[src/i2c_target_cfg.svh]
// Purpose: Constants for the two-wire target interface
// Assumes: Bit counts follow the bus byte framing
// Notes:   Included by its bare name
`ifndef I2C_TARGET_CFG_SVH
`define I2C_TARGET_CFG_SVH
`define ADDR_BITS      7
`define BYTE_BITS      8
`define CNT_W          4
`define LAST_RX_BIT    4'h8
`define LAST_TX_BIT    4'h7
`define RX_BUF_DEPTH   2
`endif

[src/i2c_target_pkg.sv]
// Purpose: Types for the two-wire target interface
// Assumes: Nothing beyond the constants header
// Notes:   All eight state codes are legal
package i2c_target_pkg;
  typedef enum logic [2:0] {
    ST_IDLE    = 3'b000,
    ST_ADDR    = 3'b001,
    ST_ACK     = 3'b010,
    ST_WR_DATA = 3'b011,
    ST_WR_HOLD = 3'b100,
    ST_RD_WAIT = 3'b101,
    ST_RD_DATA = 3'b110,
    ST_RD_ACK  = 3'b111
  } tgt_state_e;
  typedef logic [7:0] byte_t;
endpackage : i2c_target_pkg

[src/i2c_target_interface.sv]
// Purpose: Two-wire bus target with address match, read and write
// Assumes: Bus pins are asynchronous; mclk far faster than the bus clock
// Notes:   Lines are open-drain: outputs are constant low, enables drive
`timescale 1ns/10ps
`include "i2c_target_cfg.svh"
module i2c_target_interface #(
  parameter int RX_DEPTH = `RX_BUF_DEPTH
) (
  input  wire logic                      mclk,
  input  wire logic                      resetn,
  input  wire logic                      scl_i,
  output logic                           scl_o,
  output logic                           scl_oe,
  input  wire logic                      sda_i,
  output logic                           sda_o,
  output logic                           sda_oe,
  input  wire logic [`ADDR_BITS-1:0]     own_addr,
  output logic                           busy,
  output logic                           rd_dir,
  output i2c_target_pkg::byte_t          rx_data,
  output logic                           rx_valid,
  input  wire logic                      rx_ready,
  input  wire i2c_target_pkg::byte_t     tx_data,
  input  wire logic                      tx_valid,
  output logic                           tx_ready
);
  import i2c_target_pkg::*;

  logic              scl_m, scl_s, scl_d;
  logic              sda_m, sda_s, sda_d;
  logic              scl_rise, scl_fall, start_det, stop_det;
  tgt_state_e        state, next_state;
  logic [`CNT_W-1:0] cnt, next_cnt;
  byte_t             shift, next_shift;
  logic              next_sda_oe, next_scl_oe, next_busy, next_rd_dir;
  logic              nack, next_nack;
  logic              push, buf_ready;

  // Open drain: only ever pull low
  assign scl_o = 1'b0;
  assign sda_o = 1'b0;

  // Two flops per pin, third stage only for edge finding
  always_ff @(posedge mclk or negedge resetn) begin
    if (!resetn) begin
      scl_m <= 1'b1;
      scl_s <= 1'b1;
      scl_d <= 1'b1;
      sda_m <= 1'b1;
      sda_s <= 1'b1;
      sda_d <= 1'b1;
    end else begin
      scl_m <= scl_i;
      scl_s <= scl_m;
      scl_d <= scl_s;
      sda_m <= sda_i;
      sda_s <= sda_m;
      sda_d <= sda_s;
    end
  end

  assign scl_rise  = scl_s & ~scl_d;
  assign scl_fall  = ~scl_s & scl_d;
  assign start_det = scl_s & scl_d & sda_d & ~sda_s;
  assign stop_det  = scl_s & scl_d & ~sda_d & sda_s;

  always_comb begin
    next_state  = state;
    next_cnt    = cnt;
    next_shift  = shift;
    next_sda_oe = sda_oe;
    next_scl_oe = scl_oe;
    next_busy   = busy;
    next_rd_dir = rd_dir;
    next_nack   = nack;
    push        = 1'b0;
    tx_ready    = 1'b0;
    if (start_det) begin
      // Repeated start restarts from any state
      next_state  = ST_ADDR;
      next_cnt    = '0;
      next_sda_oe = 1'b0;
      next_scl_oe = 1'b0;
      next_busy   = 1'b1;
    end else if (stop_det) begin
      next_state  = ST_IDLE;
      next_sda_oe = 1'b0;
      next_scl_oe = 1'b0;
      next_busy   = 1'b0;
    end else begin
      unique case (state)
        ST_IDLE: begin
          next_sda_oe = 1'b0;
          next_scl_oe = 1'b0;
        end
        ST_ADDR: begin
          if (scl_rise) begin
            next_shift = {shift[6:0], sda_s};
            next_cnt   = cnt + 1'b1;
          end else if (scl_fall && cnt == `LAST_RX_BIT) begin
            if (shift[7:1] == own_addr) begin
              next_rd_dir = shift[0];
              next_sda_oe = 1'b1;
              next_state  = ST_ACK;
            end else begin
              next_state = ST_IDLE;
            end
          end
        end
        ST_ACK: begin
          if (scl_fall) begin
            next_sda_oe = 1'b0;
            next_cnt    = '0;
            next_state  = rd_dir ? ST_RD_WAIT : ST_WR_DATA;
          end
        end
        ST_WR_DATA: begin
          if (scl_rise) begin
            next_shift = {shift[6:0], sda_s};
            next_cnt   = cnt + 1'b1;
          end else if (scl_fall && cnt == `LAST_RX_BIT) begin
            next_state = ST_WR_HOLD;
          end
        end
        ST_WR_HOLD: begin
          // Full buffer stretches the clock instead of dropping a byte
          if (buf_ready) begin
            push        = 1'b1;
            next_sda_oe = 1'b1;
            next_scl_oe = 1'b0;
            next_state  = ST_ACK;
          end else begin
            next_scl_oe = 1'b1;
          end
        end
        ST_RD_WAIT: begin
          if (tx_valid) begin
            tx_ready    = 1'b1;
            // Back-to-back reads arrive here from the ack, not via ST_ACK
            next_cnt    = '0;
            next_shift  = tx_data;
            next_sda_oe = ~tx_data[7];
            next_scl_oe = 1'b0;
            next_state  = ST_RD_DATA;
          end else begin
            next_scl_oe = 1'b1;
          end
        end
        ST_RD_DATA: begin
          if (scl_fall) begin
            next_cnt = cnt + 1'b1;
            if (cnt == `LAST_TX_BIT) begin
              next_sda_oe = 1'b0;
              next_state  = ST_RD_ACK;
            end else begin
              next_shift  = {shift[6:0], 1'b0};
              next_sda_oe = ~shift[6];
            end
          end
        end
        ST_RD_ACK: begin
          if (scl_rise) begin
            next_nack = sda_s;
          end else if (scl_fall) begin
            next_state = nack ? ST_IDLE : ST_RD_WAIT;
          end
        end
      endcase
    end
  end

  always_ff @(posedge mclk or negedge resetn) begin
    if (!resetn) begin
      state  <= ST_IDLE;
      cnt    <= '0;
      shift  <= 8'h00;
      sda_oe <= 1'b0;
      scl_oe <= 1'b0;
      busy   <= 1'b0;
      rd_dir <= 1'b0;
      nack   <= 1'b0;
    end else begin
      state  <= next_state;
      cnt    <= next_cnt;
      shift  <= next_shift;
      sda_oe <= next_sda_oe;
      scl_oe <= next_scl_oe;
      busy   <= next_busy;
      rd_dir <= next_rd_dir;
      nack   <= next_nack;
    end
  end

  i2c_rx_buffer #(
    .WIDTH (`BYTE_BITS),
    .DEPTH (RX_DEPTH)
  ) u_rx_buffer (
    .mclk      (mclk),
    .resetn    (resetn),
    .in_valid  (push),
    .in_ready  (buf_ready),
    .in_data   (shift),
    .out_valid (rx_valid),
    .out_ready (rx_ready),
    .out_data  (rx_data)
  );
endmodule : i2c_target_interface

[src/i2c_rx_buffer.sv]
// Purpose: Small FIFO between received bytes and the user
// Assumes: Same clock on both sides
// Notes:   Full and empty are exact; out_data comes from flops
`timescale 1ns/10ps
module i2c_rx_buffer #(
  parameter int WIDTH = 8,
  parameter int DEPTH = 2
) (
  input  wire logic             mclk,
  input  wire logic             resetn,
  input  wire logic             in_valid,
  output logic                  in_ready,
  input  wire logic [WIDTH-1:0] in_data,
  output logic                  out_valid,
  input  wire logic             out_ready,
  output logic      [WIDTH-1:0] out_data
);
  localparam int PTR_W = $clog2(DEPTH);
  localparam int CNT_W = $clog2(DEPTH + 1);
  localparam logic [PTR_W-1:0] PTR_LAST = PTR_W'(DEPTH - 1);
  localparam logic [CNT_W-1:0] CNT_FULL = CNT_W'(DEPTH);

  logic [WIDTH-1:0] mem [DEPTH];
  logic [PTR_W-1:0] wr_ptr;
  logic [PTR_W-1:0] rd_ptr;
  logic [CNT_W-1:0] count;
  logic [PTR_W-1:0] next_wr_ptr;
  logic [PTR_W-1:0] next_rd_ptr;
  logic [CNT_W-1:0] next_count;
  logic             push;
  logic             pop;

  assign in_ready  = (count != CNT_FULL);
  assign out_valid = (count != '0);
  assign out_data  = mem[rd_ptr];
  assign push      = in_valid & in_ready;
  assign pop       = out_valid & out_ready;

  always_comb begin
    next_wr_ptr = wr_ptr;
    next_rd_ptr = rd_ptr;
    next_count  = count;
    if (push) begin
      next_wr_ptr = (wr_ptr == PTR_LAST) ? '0 : wr_ptr + 1'b1;
    end
    if (pop) begin
      next_rd_ptr = (rd_ptr == PTR_LAST) ? '0 : rd_ptr + 1'b1;
    end
    if (push && !pop) begin
      next_count = count + 1'b1;
    end else if (pop && !push) begin
      next_count = count - 1'b1;
    end
  end

  always_ff @(posedge mclk or negedge resetn) begin
    if (!resetn) begin
      wr_ptr <= '0;
      rd_ptr <= '0;
      count  <= '0;
    end else begin
      wr_ptr <= next_wr_ptr;
      rd_ptr <= next_rd_ptr;
      count  <= next_count;
    end
  end

  // Storage needs no reset; valid gates it
  always_ff @(posedge mclk) begin
    if (push) begin
      mem[wr_ptr] <= in_data;
    end
  end
endmodule : i2c_rx_buffer

[config.mk]
export PLATFORM = sky130hd
export DESIGN_NAME = i2c_target_interface
export DESIGN_NICKNAME = d
export VERILOG_FILES = /design/src/i2c_target_pkg.sv /design/src/i2c_target_interface.sv /design/src/i2c_rx_buffer.sv
export VERILOG_INCLUDE_DIRS = /design/src
export SDC_FILE = /design/constraint.sdc
export NUM_CORES = 1
export LEC_CHECK = 0
export BUFFER_PORTS_ARGS = -buffer_cell sky130_fd_sc_hd__buf_2
export CORE_UTILIZATION = 57
export CTS_BUF_LIST = sky130_fd_sc_hd__clkbuf_16
export CTS_CLUSTER_DIAMETER = 120
export DETAILED_ROUTE_END_ITERATION = 8
export GPL_TIMING_DRIVEN = 0
export PLACE_DENSITY = 0.77
export SLEW_MARGIN = 20
export SYNTH_ARGS = -nofsm -noshare
export SYNTH_HDL_FRONTEND = slang
export SYNTH_SLANG_ARGS = --single-unit
[constraint.sdc]
create_clock -name mclk -period 2.5 [get_ports mclk]
set_clock_uncertainty 0.15 [all_clocks]
set_input_delay 0.5 -clock mclk [delete_from_list [all_inputs] [get_ports mclk]]
set_output_delay 0.5 -clock mclk [all_outputs]
set_load 0.01 [all_outputs]
==> results of run 1 <==
-- flip-flops by register name (all words and copies together), names as in the netlist, 2 cells and up --
signal	count
cnt	4
state	3
u_rx_buffer.count	2
u_rx_buffer.mem	16
shift	8
-- power by group through the flow --
stage,Combinational [mW],Clock [mW],Sequential (mW)
after floorplan,0.393,0,0.910
after global placement,0.532,0,0.923
after detailed placement,0.544,0,0.928
after CTS,0.548,0.758,0.915
after global routing,0.611,0.788,0.923
final,0.545,0.752,0.916
-- worst register-to-register path, stage by stage (launching register included) --
cell	delay [ns]
sky130_fd_sc_hd__dfstp_2	0.54
sky130_fd_sc_hd__buf_4	0.17
sky130_fd_sc_hd__xnor2_2	0.18
sky130_fd_sc_hd__nor2_4	0.13
sky130_fd_sc_hd__nor2_1	0.17
sky130_fd_sc_hd__and3_1	0.25
sky130_fd_sc_hd__nor2b_2	0.44
-- cell families after synthesis --
kind of cell / share of synthesized area, %
AO/OA/AOI/OAI: 12.9
XOR/XNOR: 4.90
adder cells (fa/ha/maj): 1.52
buffers and inverters: 4.09
flip-flops: 50.0
multiplexers: 12.0
other: 0.151
AND/OR/NAND/NOR: 14.4
-- Yosys cell counts (3+ instances only) --
cell type	n	share of area [%]
sky130_fd_sc_hd__xnor2_1	8	2.8
sky130_fd_sc_hd__dfrtp_1	24	24
sky130_fd_sc_hd__ha_1	3	1.5
sky130_fd_sc_hd__nand4_1	3	0.76
sky130_fd_sc_hd__nor2_1	11	1.7
sky130_fd_sc_hd__nand2_1	7	1.1
sky130_fd_sc_hd__buf_6	3	1.4
sky130_fd_sc_hd__a31oi_1	3	0.76
sky130_fd_sc_hd__a32o_1	3	1.2
sky130_fd_sc_hd__nand3_1	5	1.0
sky130_fd_sc_hd__buf_4	5	1.5
sky130_fd_sc_hd__nor3_1	6	1.2
sky130_fd_sc_hd__a21oi_1	6	1.2
sky130_fd_sc_hd__xor2_1	4	1.4
sky130_fd_sc_hd__o21ai_0	14	2.8
sky130_fd_sc_hd__edfxtp_1	16	19
sky130_fd_sc_hd__nand2b_1	8	2.0
sky130_fd_sc_hd__inv_1	6	0.91
sky130_fd_sc_hd__dfstp_2	6	6.4
sky130_fd_sc_hd__mux2_2	24	11
-- layout make-up --
type,instances,area [sq um],share of cell area (%)
plain buffers,10,78.8,2.73
clock buffers,5,125,4.33
clock inverters,3,45.0,1.56
inverters,6,22.5,0.780
multi-input cells,149,1140,39.6
flip-flops and latches,46,1240,42.9
well taps,50,62.6,2.17
repair buffers,34,170,5.90
-- layer usage --
layer  GRT usage [%]  part of all wire, %  up-vias
met2            42.2                   50       61
met5               0                    0        -
met1            32.4                   43      908
met4            10.2                  1.8        0
li1                -                    -      851
met3            5.83                  5.1       11
-- metrics by stage --
stage	power, mW	setup TNS (ns)
global placement	1.45	0
global route	2.32	0
floorplan	1.30	0
CTS	2.22	0
finish	2.21	0
detailed placement	1.47	-0.418
-- path summary, 6_finish.rpt --
check / from / endpoint / depth (start not counted)
max: sda_s / u_rx_buffer.mem[0][6] / 6
min: resetn / shift[1] / 1
max reg2reg: sda_s / u_rx_buffer.mem[0][6] / 6
min reg2reg: scl_m / scl_s / 0
max in group asynchronous: resetn / cnt[3] / 1
min in group mclk: sda_i / sda_m / 1
==> run_results.csv, run 1 <==
group,metric,value,unit
clock_network,cts.clk_slew.worst_paths,0.07,ns
grt,grt_first_pass_wirelength,8.42,mm
sta,report.final.hold_viol_count,0,
sta,slew_at_the_pin_with_the_worst_max_slew_slack,0.770,ns
critical_path,crit_path_top_delay_cell,"sky130_fd_sc_hd__dfstp_2",
power,power.share.clock,34.0,%
critical_path,critical_path.n_buffers_inverters,1,
die,die_x,67.9,microns
clock_network,worst_skew_pair.late_latency,0.29,ns
synthesis,synth.lib_cells_used.distinct,56,
route,wl_per_cell,17.0,microns
placement,detailedPlacementHpwl,3.65,mm
critical_path,timing.critical_path.max_delay_family,"simple AND/OR/NAND/NOR gates",
sta,layout_setup_ws,0.126,ns
power,switching_share,27.9,%
synthesis,avgSynthCellArea,11.8,sq um
sta,post-route-period-util,95.0,%
finish,most-common-layout-cells,"sky130_fd_sc_hd__buf_2 (34), sky130_fd_sc_hd__mux2_2 (24), sky130_fd_sc_hd__dfrtp_1 (24), sky130_fd_sc_hd__edfxtp_1 (16), sky130_fd_sc_hd__o21ai_0 (14)",
clock_network,cts-htree-levels,2,
power,vdd_drop_max,397,uV
sta,slew_headroom,47.8,%
power,sequential_power_share,41.4,%
route,viasPerCell,6.04,
placement,place.detailed.instances,295,
critical_path,register_to_register_path_setup_slack,0.13,ns
sta,slew_violations,0,
clock_network,post_cts.repair.setup_buffers,0,
synthesis,synth.ff_latch_count,46,
critical_path,critical_path_class,"reg -> reg",
synthesis,post_synth_top_flop,"sky130_fd_sc_hd__dfrtp_1",
critical_path,timing.critical_path.cells,"buf_4 > xnor2_2 > nor2_4 > nor2_1 > and3_1 > nor2b_2",
critical_path,worst_ep_arrival_time,2.16,ns
finish,fillers,310,
die,core_area,4090,sq um
die,rows,23,
power,internal_power,1.60,mW
die,fp.dieArea,4610,sq um
sta,max_clock_freq,421,MHz
critical_path,crit_fanout,10,
route,drt_iter0_markers,152,
synthesis,ys.warnings.count,0,
clock_network,cts-buffers-inserted,5,
finish,mostFrequentLayoutCell,"sky130_fd_sc_hd__buf_2",
sta,rsz_0062_raised_after_global_routing,"no",
synthesis,post_synth_inst_count,210,
finish,antenna_cells,0,
finish,final_instance_count_excl_fillers,303,
finish,finish.utilization,70.6,%
status,run_status,"complete, no violations",
route,drt.antenna.violating_nets,0,
power,static-leakage-power,1.23,nW
sta,setup_violations,0,
grt,grt_overflow_total,0,
die,number_of_top_level_design_ports,37,
power,comb_power_share,24.6,%
grt,grt_use_total,25.6,%
grt,grt_max_degree,31,
synthesis,postSynth.asyncResetShare,65.2,%
placement,placedInstanceArea,2710,sq um
grt,grt_antenna_before_repair,0,
die,dieHeight,67.9,microns
critical_path,worst_setup_path_start_kind,"register",
finish,layout.nets,276,
synthesis,synth_edf_count,16,
placement,placer_congestion_estimate,0.869,
finish,post-route-cell-area,2890,sq um
finish,syn_to_final_growth,16.5,%
sta,period_minus_slack,2.37,ns
critical_path,worstPathRequired,2.28,ns
route,drt-total-wl,5.16,mm
clock_network,cts_resized,1,
route,detailedRoute.firstPassIterationCount,5,
critical_path,worst_path_largest_cell_delay,0.54,ns
worst_hold_path,hp-class,"in -> async",
job,cap_viol_max_count,0,
clock_network,numClockSinks,46,
power,power_density,767,nW/um^2
synthesis,mappedNetlistArea,2480,sq um
power,net-switching-power,617,uW
finish,layout-drive-gt1-share,36.8,%
sta,fin_worst_hold_slack,0.106,ns
clock_network,max-clock-path-buffers,2,
route,detail_route.drc_violations,0,
clock_network,cts_hold_buffers,0,
die,start_util,60.6,%
clock_network,cts_root_buffer,"sky130_fd_sc_hd__clkbuf_16",
route,vias,1831,
synthesis,yosysSeqAreaShare,50.0,%
grt,grt_pass1_vias,1760,
placement,post-place-ws,-0.0526,ns
placement,place.port_buffers,34,
critical_path,worstSetupEndpointType,"register",
clock_network,tritoncts_clock_tree,"built",
Note: power is estimated with default switching activity, not from simulation.
==> run 2: changes to the inputs <==
--- a/config.mk
+++ b/config.mk
@@ -7,12 +7,13 @@
 export NUM_CORES = 1
 export LEC_CHECK = 0
 export BUFFER_PORTS_ARGS = -buffer_cell sky130_fd_sc_hd__buf_2
+export CORE_MARGIN = 2
 export CORE_UTILIZATION = 57
 export CTS_BUF_LIST = sky130_fd_sc_hd__clkbuf_16
 export CTS_CLUSTER_DIAMETER = 120
 export DETAILED_ROUTE_END_ITERATION = 8
 export GPL_TIMING_DRIVEN = 0
-export PLACE_DENSITY = 0.77
+export PLACE_DENSITY_LB_ADDON = 0.15
 export SLEW_MARGIN = 20
 export SYNTH_ARGS = -nofsm -noshare
 export SYNTH_HDL_FRONTEND = slang
==> constraint.sdc (replaced) <==
create_clock -name mclk -period 2.5 [get_ports mclk]
set_clock_uncertainty 0.15 [all_clocks]
set_input_delay 0.125 -clock mclk [delete_from_list [all_inputs] [get_ports mclk]]
set_output_delay 0.125 -clock mclk [all_outputs]
set_load 0.01 [all_outputs]
==> run 2 against run 1 <==
Compared with the run above: the flow now finishes with violations (negative hold slack); global-route usage decreased by 3.9 points; flip-flop and latch count unchanged; via count decreased by 3.3%; fmax grew 2.8%; sequential power is essentially flat; first-iteration DRC count unchanged.
==> run_results.csv, run 2 (synthesis gave the netlist of run 1 again) <==
group,metric,value,unit
critical_path,timing.critical_path.cells,"buf_4 > xnor2_2 > nor2_4 > nor2_1 > and3_1 > nor2b_2",
power,power,2.06,mW
clock_network,post_cts.repair.setup_buffers,0,
grt,grt_pass1_vias,1708,
die,dieHeight,69.9,microns
finish,post-route-cell-area,2880,sq um
route,viasPerCell,5.78,
die,start_util,60.6,%
sta,report.final.hold_viol_count,1,
sta,fin_worst_hold_slack,-0.00413,ns
finish,finish.utilization,70.5,%
die,core_area,4090,sq um
die,fp.dieArea,4890,sq um
power,vdd_drop_max,366,uV
finish,largest-register,"u_rx_buffer.mem",
route,drt_iter0_markers,152,
die,rows,23,
finish,layout.nets,279,
grt,grt_use_total,21.7,%
power,static-leakage-power,1.24,nW
status,run_status,"complete, but fails checks",
route,detailedRoute.firstPassIterationCount,4,
critical_path,worstPathRequired,2.29,ns
job,cap_viol_max_count,0,
sta,slew_violations,0,
status,violations,"negative hold slack",
sta,max_clock_freq,433,MHz
sta,slew_headroom,53.5,%
grt,grt_overflow_total,0,
grt,grt_first_pass_wirelength,8.38,mm
die,number_of_top_level_design_ports,37,
critical_path,worst_setup_path_start_kind,"register",
critical_path,timing.critical_path.max_delay_family,"simple AND/OR/NAND/NOR gates",
placement,placer_congestion_estimate,0.850,
critical_path,crit_fanout,10,
critical_path,crit_path_top_delay_cell,"sky130_fd_sc_hd__dfstp_2",
sta,fin_tns_setup,0,ns
finish,largest_registers,"u_rx_buffer.mem (16), shift (8), cnt (4)",
route,drt-total-wl,4.77,mm
sta,setup_violations,0,
clock_network,max-clock-path-buffers,2,
grt,grt_max_degree,31,
route,wl_per_cell,15.6,microns
die,die_x,69.9,microns
power,power_density,714,nW/um^2
clock_network,cts_root_buffer,"sky130_fd_sc_hd__clkbuf_16",
route,detail_route.drc_violations,0,
clock_network,cts.clk_slew.worst_paths,0.06,ns
critical_path,worst_path_largest_cell_delay,0.53,ns
grt,grt_antenna_before_repair,0,
finish,mostFrequentLayoutCell,"sky130_fd_sc_hd__buf_2",
sta,post-route-period-util,92.4,%
critical_path,critical_path.n_buffers_inverters,1,
finish,largest_reg_flops,16,
placement,detailedPlacementHpwl,3.56,mm
route,vias,1770,
clock_network,cts-htree-levels,2,
route,drt.antenna.violating_nets,0,
sta,slew_at_the_pin_with_the_worst_max_slew_slack,0.687,ns
critical_path,worst_ep_arrival_time,2.10,ns
critical_path,critical_path_class,"reg -> reg",
critical_path,worstSetupEndpointType,"register",
worst_hold_path,hp-class,"in -> reg",
finish,antenna_cells,0,
clock_network,worst_skew_pair.late_latency,0.28,ns
clock_network,tritoncts_clock_tree,"built",
finish,syn_to_final_growth,16.4,%
sta,period_minus_slack,2.31,ns
clock_network,numClockSinks,46,
clock_network,cts-buffers-inserted,5,
placement,place.port_buffers,34,
placement,placedInstanceArea,2710,sq um
finish,most-common-layout-cells,"sky130_fd_sc_hd__buf_2 (34), sky130_fd_sc_hd__mux2_2 (24), sky130_fd_sc_hd__dfrtp_1 (24), sky130_fd_sc_hd__edfxtp_1 (16), sky130_fd_sc_hd__o21ai_0 (14)",
finish,layout-drive-gt1-share,35.2,%
finish,fillers,328,
sta,rsz_0062_raised_after_global_routing,"no",
run 2: cell type report:
type                       count  area (sq um)  area share (%)
buffer                        10          78.8            2.73
clock buffer                   5           125            4.34
clock inverter                 3          11.3           0.391
inverter                       6          22.5           0.781
multi-input combinational    149          1140            39.7
sequential                    46          1240            43.0
tap                           50          62.6            2.17
timing repair buffer          37           200            6.94
run 2: where the power goes:
group,internal (mW),switching (mW)
combinational,0.280,0.261
clock,0.359,0.244
sequential,0.848,0.0673
run 2: per-stage QoR:
stage	worst slack, ns	cells	hold WS (ns)
3_3_place_gp	0.0374	295	0.0527
4_1_cts	0.154	306	0.00939
2_1_floorplan	0.288	211	-0.321
3_5_place_dp	-0.0117	295	0.0548
6_report	0.190	306	-0.00413
5_1_grt	0.0390	306	0.0317
run 2: worst paths after layout:
| path | startpoint | end | slack (ns) | cells after the start |
|---|---|---|---|---|
| hold reg to reg | scl_m | scl_s | 0.21 | 0 |
| setup / recovery | sda_s | u_rx_buffer.mem[0][4] | 0.19 | 6 |
| hold / removal | rx_ready | u_rx_buffer.rd_ptr | -0.004 | 3 |
| max in group asynchronous | resetn | state[2] | 1.49 | 2 |
| setup reg to reg | sda_s | u_rx_buffer.mem[0][4] | 0.19 | 6 |
| min in group asynchronous | resetn | shift[1] | 0.27 | 2 |
run 2: worst register-to-register path: cells and delay by family, from the launching register on:
| kind | cells | cell delay [ns] |
|---|---|---|
| and+or+nand+nor | 4 | 0.96 |
| DFF | 1 | 0.53 |
| xor gates and xnor gates | 1 | 0.17 |
| buffers and inverters | 1 | 0.16 |
run 2: repair_timing:
item,CTS,global route
hold endpoints to repair,26,0
setup endpoints to repair,8,0
hold buffers,3,0
gates resized for setup,1,0
run 2: routing by layer:
metal  global-route usage [%]  share of wire (%)  vias up
met3                     3.75                3.4       10
met2                     35.4                 49       37
li1                         -                  -      853
met1                     29.1                 45      870
met5                        0                  0        -
met4                     7.91                1.6        0
==> run 3: changes to the inputs <==
--- a/config.mk
+++ b/config.mk
@@ -8,7 +8,7 @@
 export LEC_CHECK = 0
 export BUFFER_PORTS_ARGS = -buffer_cell sky130_fd_sc_hd__buf_2
 export CORE_MARGIN = 2
-export CORE_UTILIZATION = 57
+export CORE_UTILIZATION = 30
 export CTS_BUF_LIST = sky130_fd_sc_hd__clkbuf_16
 export CTS_CLUSTER_DIAMETER = 120
 export DETAILED_ROUTE_END_ITERATION = 8
@@ -17,4 +17,5 @@
 export SLEW_MARGIN = 20
 export SYNTH_ARGS = -nofsm -noshare
 export SYNTH_HDL_FRONTEND = slang
+export SYNTH_HIERARCHICAL = 1
 export SYNTH_SLANG_ARGS = --single-unit
==> run 3 against run 2 <==
Compared with the run above: largest cell class unchanged; global-route usage down 8.5 points; wire length increased by 13%; critical path type unchanged; via count decreased by 2.5%; first-iteration DRC count is 55% lower; critical path depth fell by 1; non-clock buffer count increased by 5; combinational power rose by 120%; sequential power increased by 28%; utilization fell by 32 points; synthesized area shrank 1.9%; the run now ends clean; design area rose by 3.7%; synthesized cell count up 0.95%.
==> run_results.csv, run 3 <==
group,metric,value,unit
route,vias,1726,
power,vdd_drop_max,398,uV
synthesis,post_synth_inst_count,212,
critical_path,worst_ep_arrival_time,2.05,ns
worst_hold_path,min-delay-start,"tx_data[5]",
power,static-leakage-power,1.29,nW
grt,grt_pass1_vias,1733,
synthesis,avgSynthCellArea,11.5,sq um
route,drt-total-wl,5.39,mm
critical_path,worstRegToRegCells,5,
sta,period_minus_slack,2.26,ns
die,core_area,7810,sq um
critical_path,crit_fanout,10,
finish,layout.nets,286,
critical_path,crit-reg2reg-capture,"u_rx_buffer/mem[0][5]",
critical_path,timing.critical_path.cells,"nand2b_1 > a21oi_4 > nor4_2 > nand2_1 > nor2_2",
finish,final_instance_count_excl_fillers,365,
critical_path,capturing_element_of_the_worst_setup_path,"u_rx_buffer/mem[0][5]",
finish,finish.utilization,38.3,%
grt,grt_first_pass_wirelength,8.80,mm
finish,largest_reg_flops,16,
status,run_status,"complete, no violations",
placement,detailedPlacementHpwl,3.84,mm
die,die_x,94.0,microns
sta,max_clock_freq,442,MHz
die,fp.dieArea,8840,sq um
synthesis,post-synth-top-area-fraction,24.7,%
placement,place.detailed.instances,349,
die,number_of_top_level_design_ports,37,
critical_path,worstSetupStartpoint,"sda_s",
synthesis,ys.warnings.count,6,
die,dieHeight,94.0,microns
sta,report.final.hold_viol_count,0,
placement,place.port_buffers,34,
clock_network,max-clock-path-buffers,2,
synthesis,mappedNetlistArea,2430,sq um
critical_path,worstPathRequired,2.29,ns
route,drt.antenna.violating_nets,0,
finish,syn_to_final_growth,23.0,%
placement,placer_congestion_estimate,0.827,
critical_path,worstSetupEndpointType,"register",
route,viasPerCell,4.73,
synthesis,most_used_standard_cell_by_instance_count_after_synthesis,"sky130_fd_sc_hd__dfrtp_1",
critical_path,worst_path_largest_cell_delay,0.59,ns
critical_path,crit_path_top_delay_cell,"sky130_fd_sc_hd__dfstp_2",
critical_path,register_to_register_path_setup_slack,0.24,ns
synthesis,synth.top_cells.by_area,"sky130_fd_sc_hd__dfrtp_1 (25%), sky130_fd_sc_hd__edfxtp_1 (20%), sky130_fd_sc_hd__dfstp_2 (6.5%), sky130_fd_sc_hd__mux2_2 (4.2%), sky130_fd_sc_hd__mux2i_1 (3.7%)",
worst_hold_path,hp-class,"in -> reg",
sta,rsz_0062_raised_after_global_routing,"no",
clock_network,tritoncts_clock_tree,"built",
clock_network,post_cts.repair.setup_buffers,0,
clock_network,cts.clk_slew.worst_paths,0.06,ns
finish,layout-drive-gt1-share,31.6,%
finish,largest-register,"u_rx_buffer/mem",
clock_network,cts-htree-levels,2,
route,drt_iter0_markers,68,
synthesis,postSynth.asyncResetShare,65.2,%
synthesis,synth.lib_cells_used.distinct,58,
synthesis,synth_edf_count,16,
sta,slew_headroom,54.0,%
grt,grt_overflow_total,0,
sta,slew_violations,0,
sta,post-route-period-util,90.4,%
critical_path,critical_path_class,"reg -> reg",
synthesis,synth.ff_latch_count,46,
finish,largest_registers,"u_rx_buffer/mem (16), shift (8), cnt (4)",
clock_network,cts-buffers-inserted,5,
finish,mostFrequentLayoutCell,"sky130_fd_sc_hd__buf_2",
clock_network,cts_root_buffer,"sky130_fd_sc_hd__clkbuf_16",
grt,grt_max_degree,31,
grt,grt_use_total,13.2,%
critical_path,worst_setup_path_start_kind,"register",
synthesis,post_synth_top_area_cell,"sky130_fd_sc_hd__dfrtp_1",
sta,slew_at_the_pin_with_the_worst_max_slew_slack,0.690,ns
clock_network,worst_skew_pair.late_latency,0.29,ns
die,start_util,31.1,%
route,detailedRoute.firstPassIterationCount,4,
synthesis,post_synth_top_flop,"sky130_fd_sc_hd__dfrtp_1",
clock_network,numClockSinks,46,
critical_path,r2r-start,"sda_s",
finish,antenna_cells,0,
power,power_density,1040,nW/um^2
die,rows,32,
job,cap_viol_max_count,0,
route,wl_per_cell,14.8,microns
route,detail_route.drc_violations,0,
grt,grt_antenna_before_repair,0,
synthesis,synthTopCellsByCount,"sky130_fd_sc_hd__dfrtp_1 (24), sky130_fd_sc_hd__nor2_1 (19), sky130_fd_sc_hd__edfxtp_1 (16)",
finish,most-common-layout-cells,"sky130_fd_sc_hd__buf_2 (36), sky130_fd_sc_hd__dfrtp_1 (24), sky130_fd_sc_hd__nor2_1 (18), sky130_fd_sc_hd__edfxtp_1 (16), sky130_fd_sc_hd__nand2_1 (15)",
sta,setup_violations,0,
synthesis,yosysSeqAreaShare,51.0,%
==> run 3: final cells by class <==
cell class,instances,area [sq um]
buffer,10,77.6
clock buffer,5,125
clock inverter,3,43.8
fill,772,4820
inverter,9,33.8
multi-input combinational,148,1090
sequential,46,1240
tap,102,128
timing repair buffer,42,250
==> run 3: per-layer routing <==
metal  part of all wire (%)  vias up  track usage [%]
met5                      0        -                0
met4                    1.3        0             4.59
met3                    3.4        7             2.81
met2                     48       28             20.6
met1                     47      830             18.1
li1                       -      861                -
==> run 3: kinds of logic (layout without fill, tap and decap cells) <==
kind of cell / after synthesis / count (layout) / synth area share, %
buf+inv: 19 / 69 / 4.58
other cells: 1 / 2 / 0.154
simple gates: 66 / 66 / 15.3
xor+xnor: 12 / 12 / 4.32
fa+ha+maj: 3 / 3 / 1.54
compound gates: 43 / 43 / 13.3
mux: 22 / 22 / 9.88
flops: 46 / 46 / 51.0
==> run 3: timing repair <==
| item | CTS | global route |
|---|---|---|
| resized for setup | 1 | 1 |
| hold buffers | 8 | 0 |
| hold endpoints to repair | 31 | 0 |
| endpoints found under the setup margin | 8 | 9 |
==> run 3: worst min path at each step <==
stage	slack (ns)	cells past startpoint	to
after global routing	0.03	3	shift[5]
final	0.02	3	shift[5]
after global placement	0.06	1	shift[2]
after detailed placement	0.07	1	shift[2]
after floorplan	-0.32	0	busy
after CTS	0.02	3	shift[5]
==> run 3: stage by stage <==
stage	worst slack (ns)	power (mW)	instance area [sq um]	TNS, ns	hold WS, ns
after floorplan	0.355	2.06	2430	0	-0.321
final	0.239	3.12	2990	0	0.0182
after global placement	-0.0184	2.37	2730	-0.146	0.0649
after global routing	0.0563	3.36	2990	0	0.0349
after CTS	0.160	3.16	2980	0	0.0242
after detailed placement	-0.0269	2.38	2730	-0.214	0.0720
==> run 3: worst max-delay path: cells and delay by family (launching register included) <==
kind	cells	cell delay, ns
simple gates	4	1.02
flops	1	0.59
compound gates	1	0.15
==> run 3: power by group <==
part	internal (mW)	leakage, nW	switching [mW]	total [mW]
combinational	0.581	0.721	0.618	1.20
sequential	0.987	0.490	0.182	1.17
clock	0.472	0.0804	0.282	0.755
total	2.04	1.29	1.08	3.12
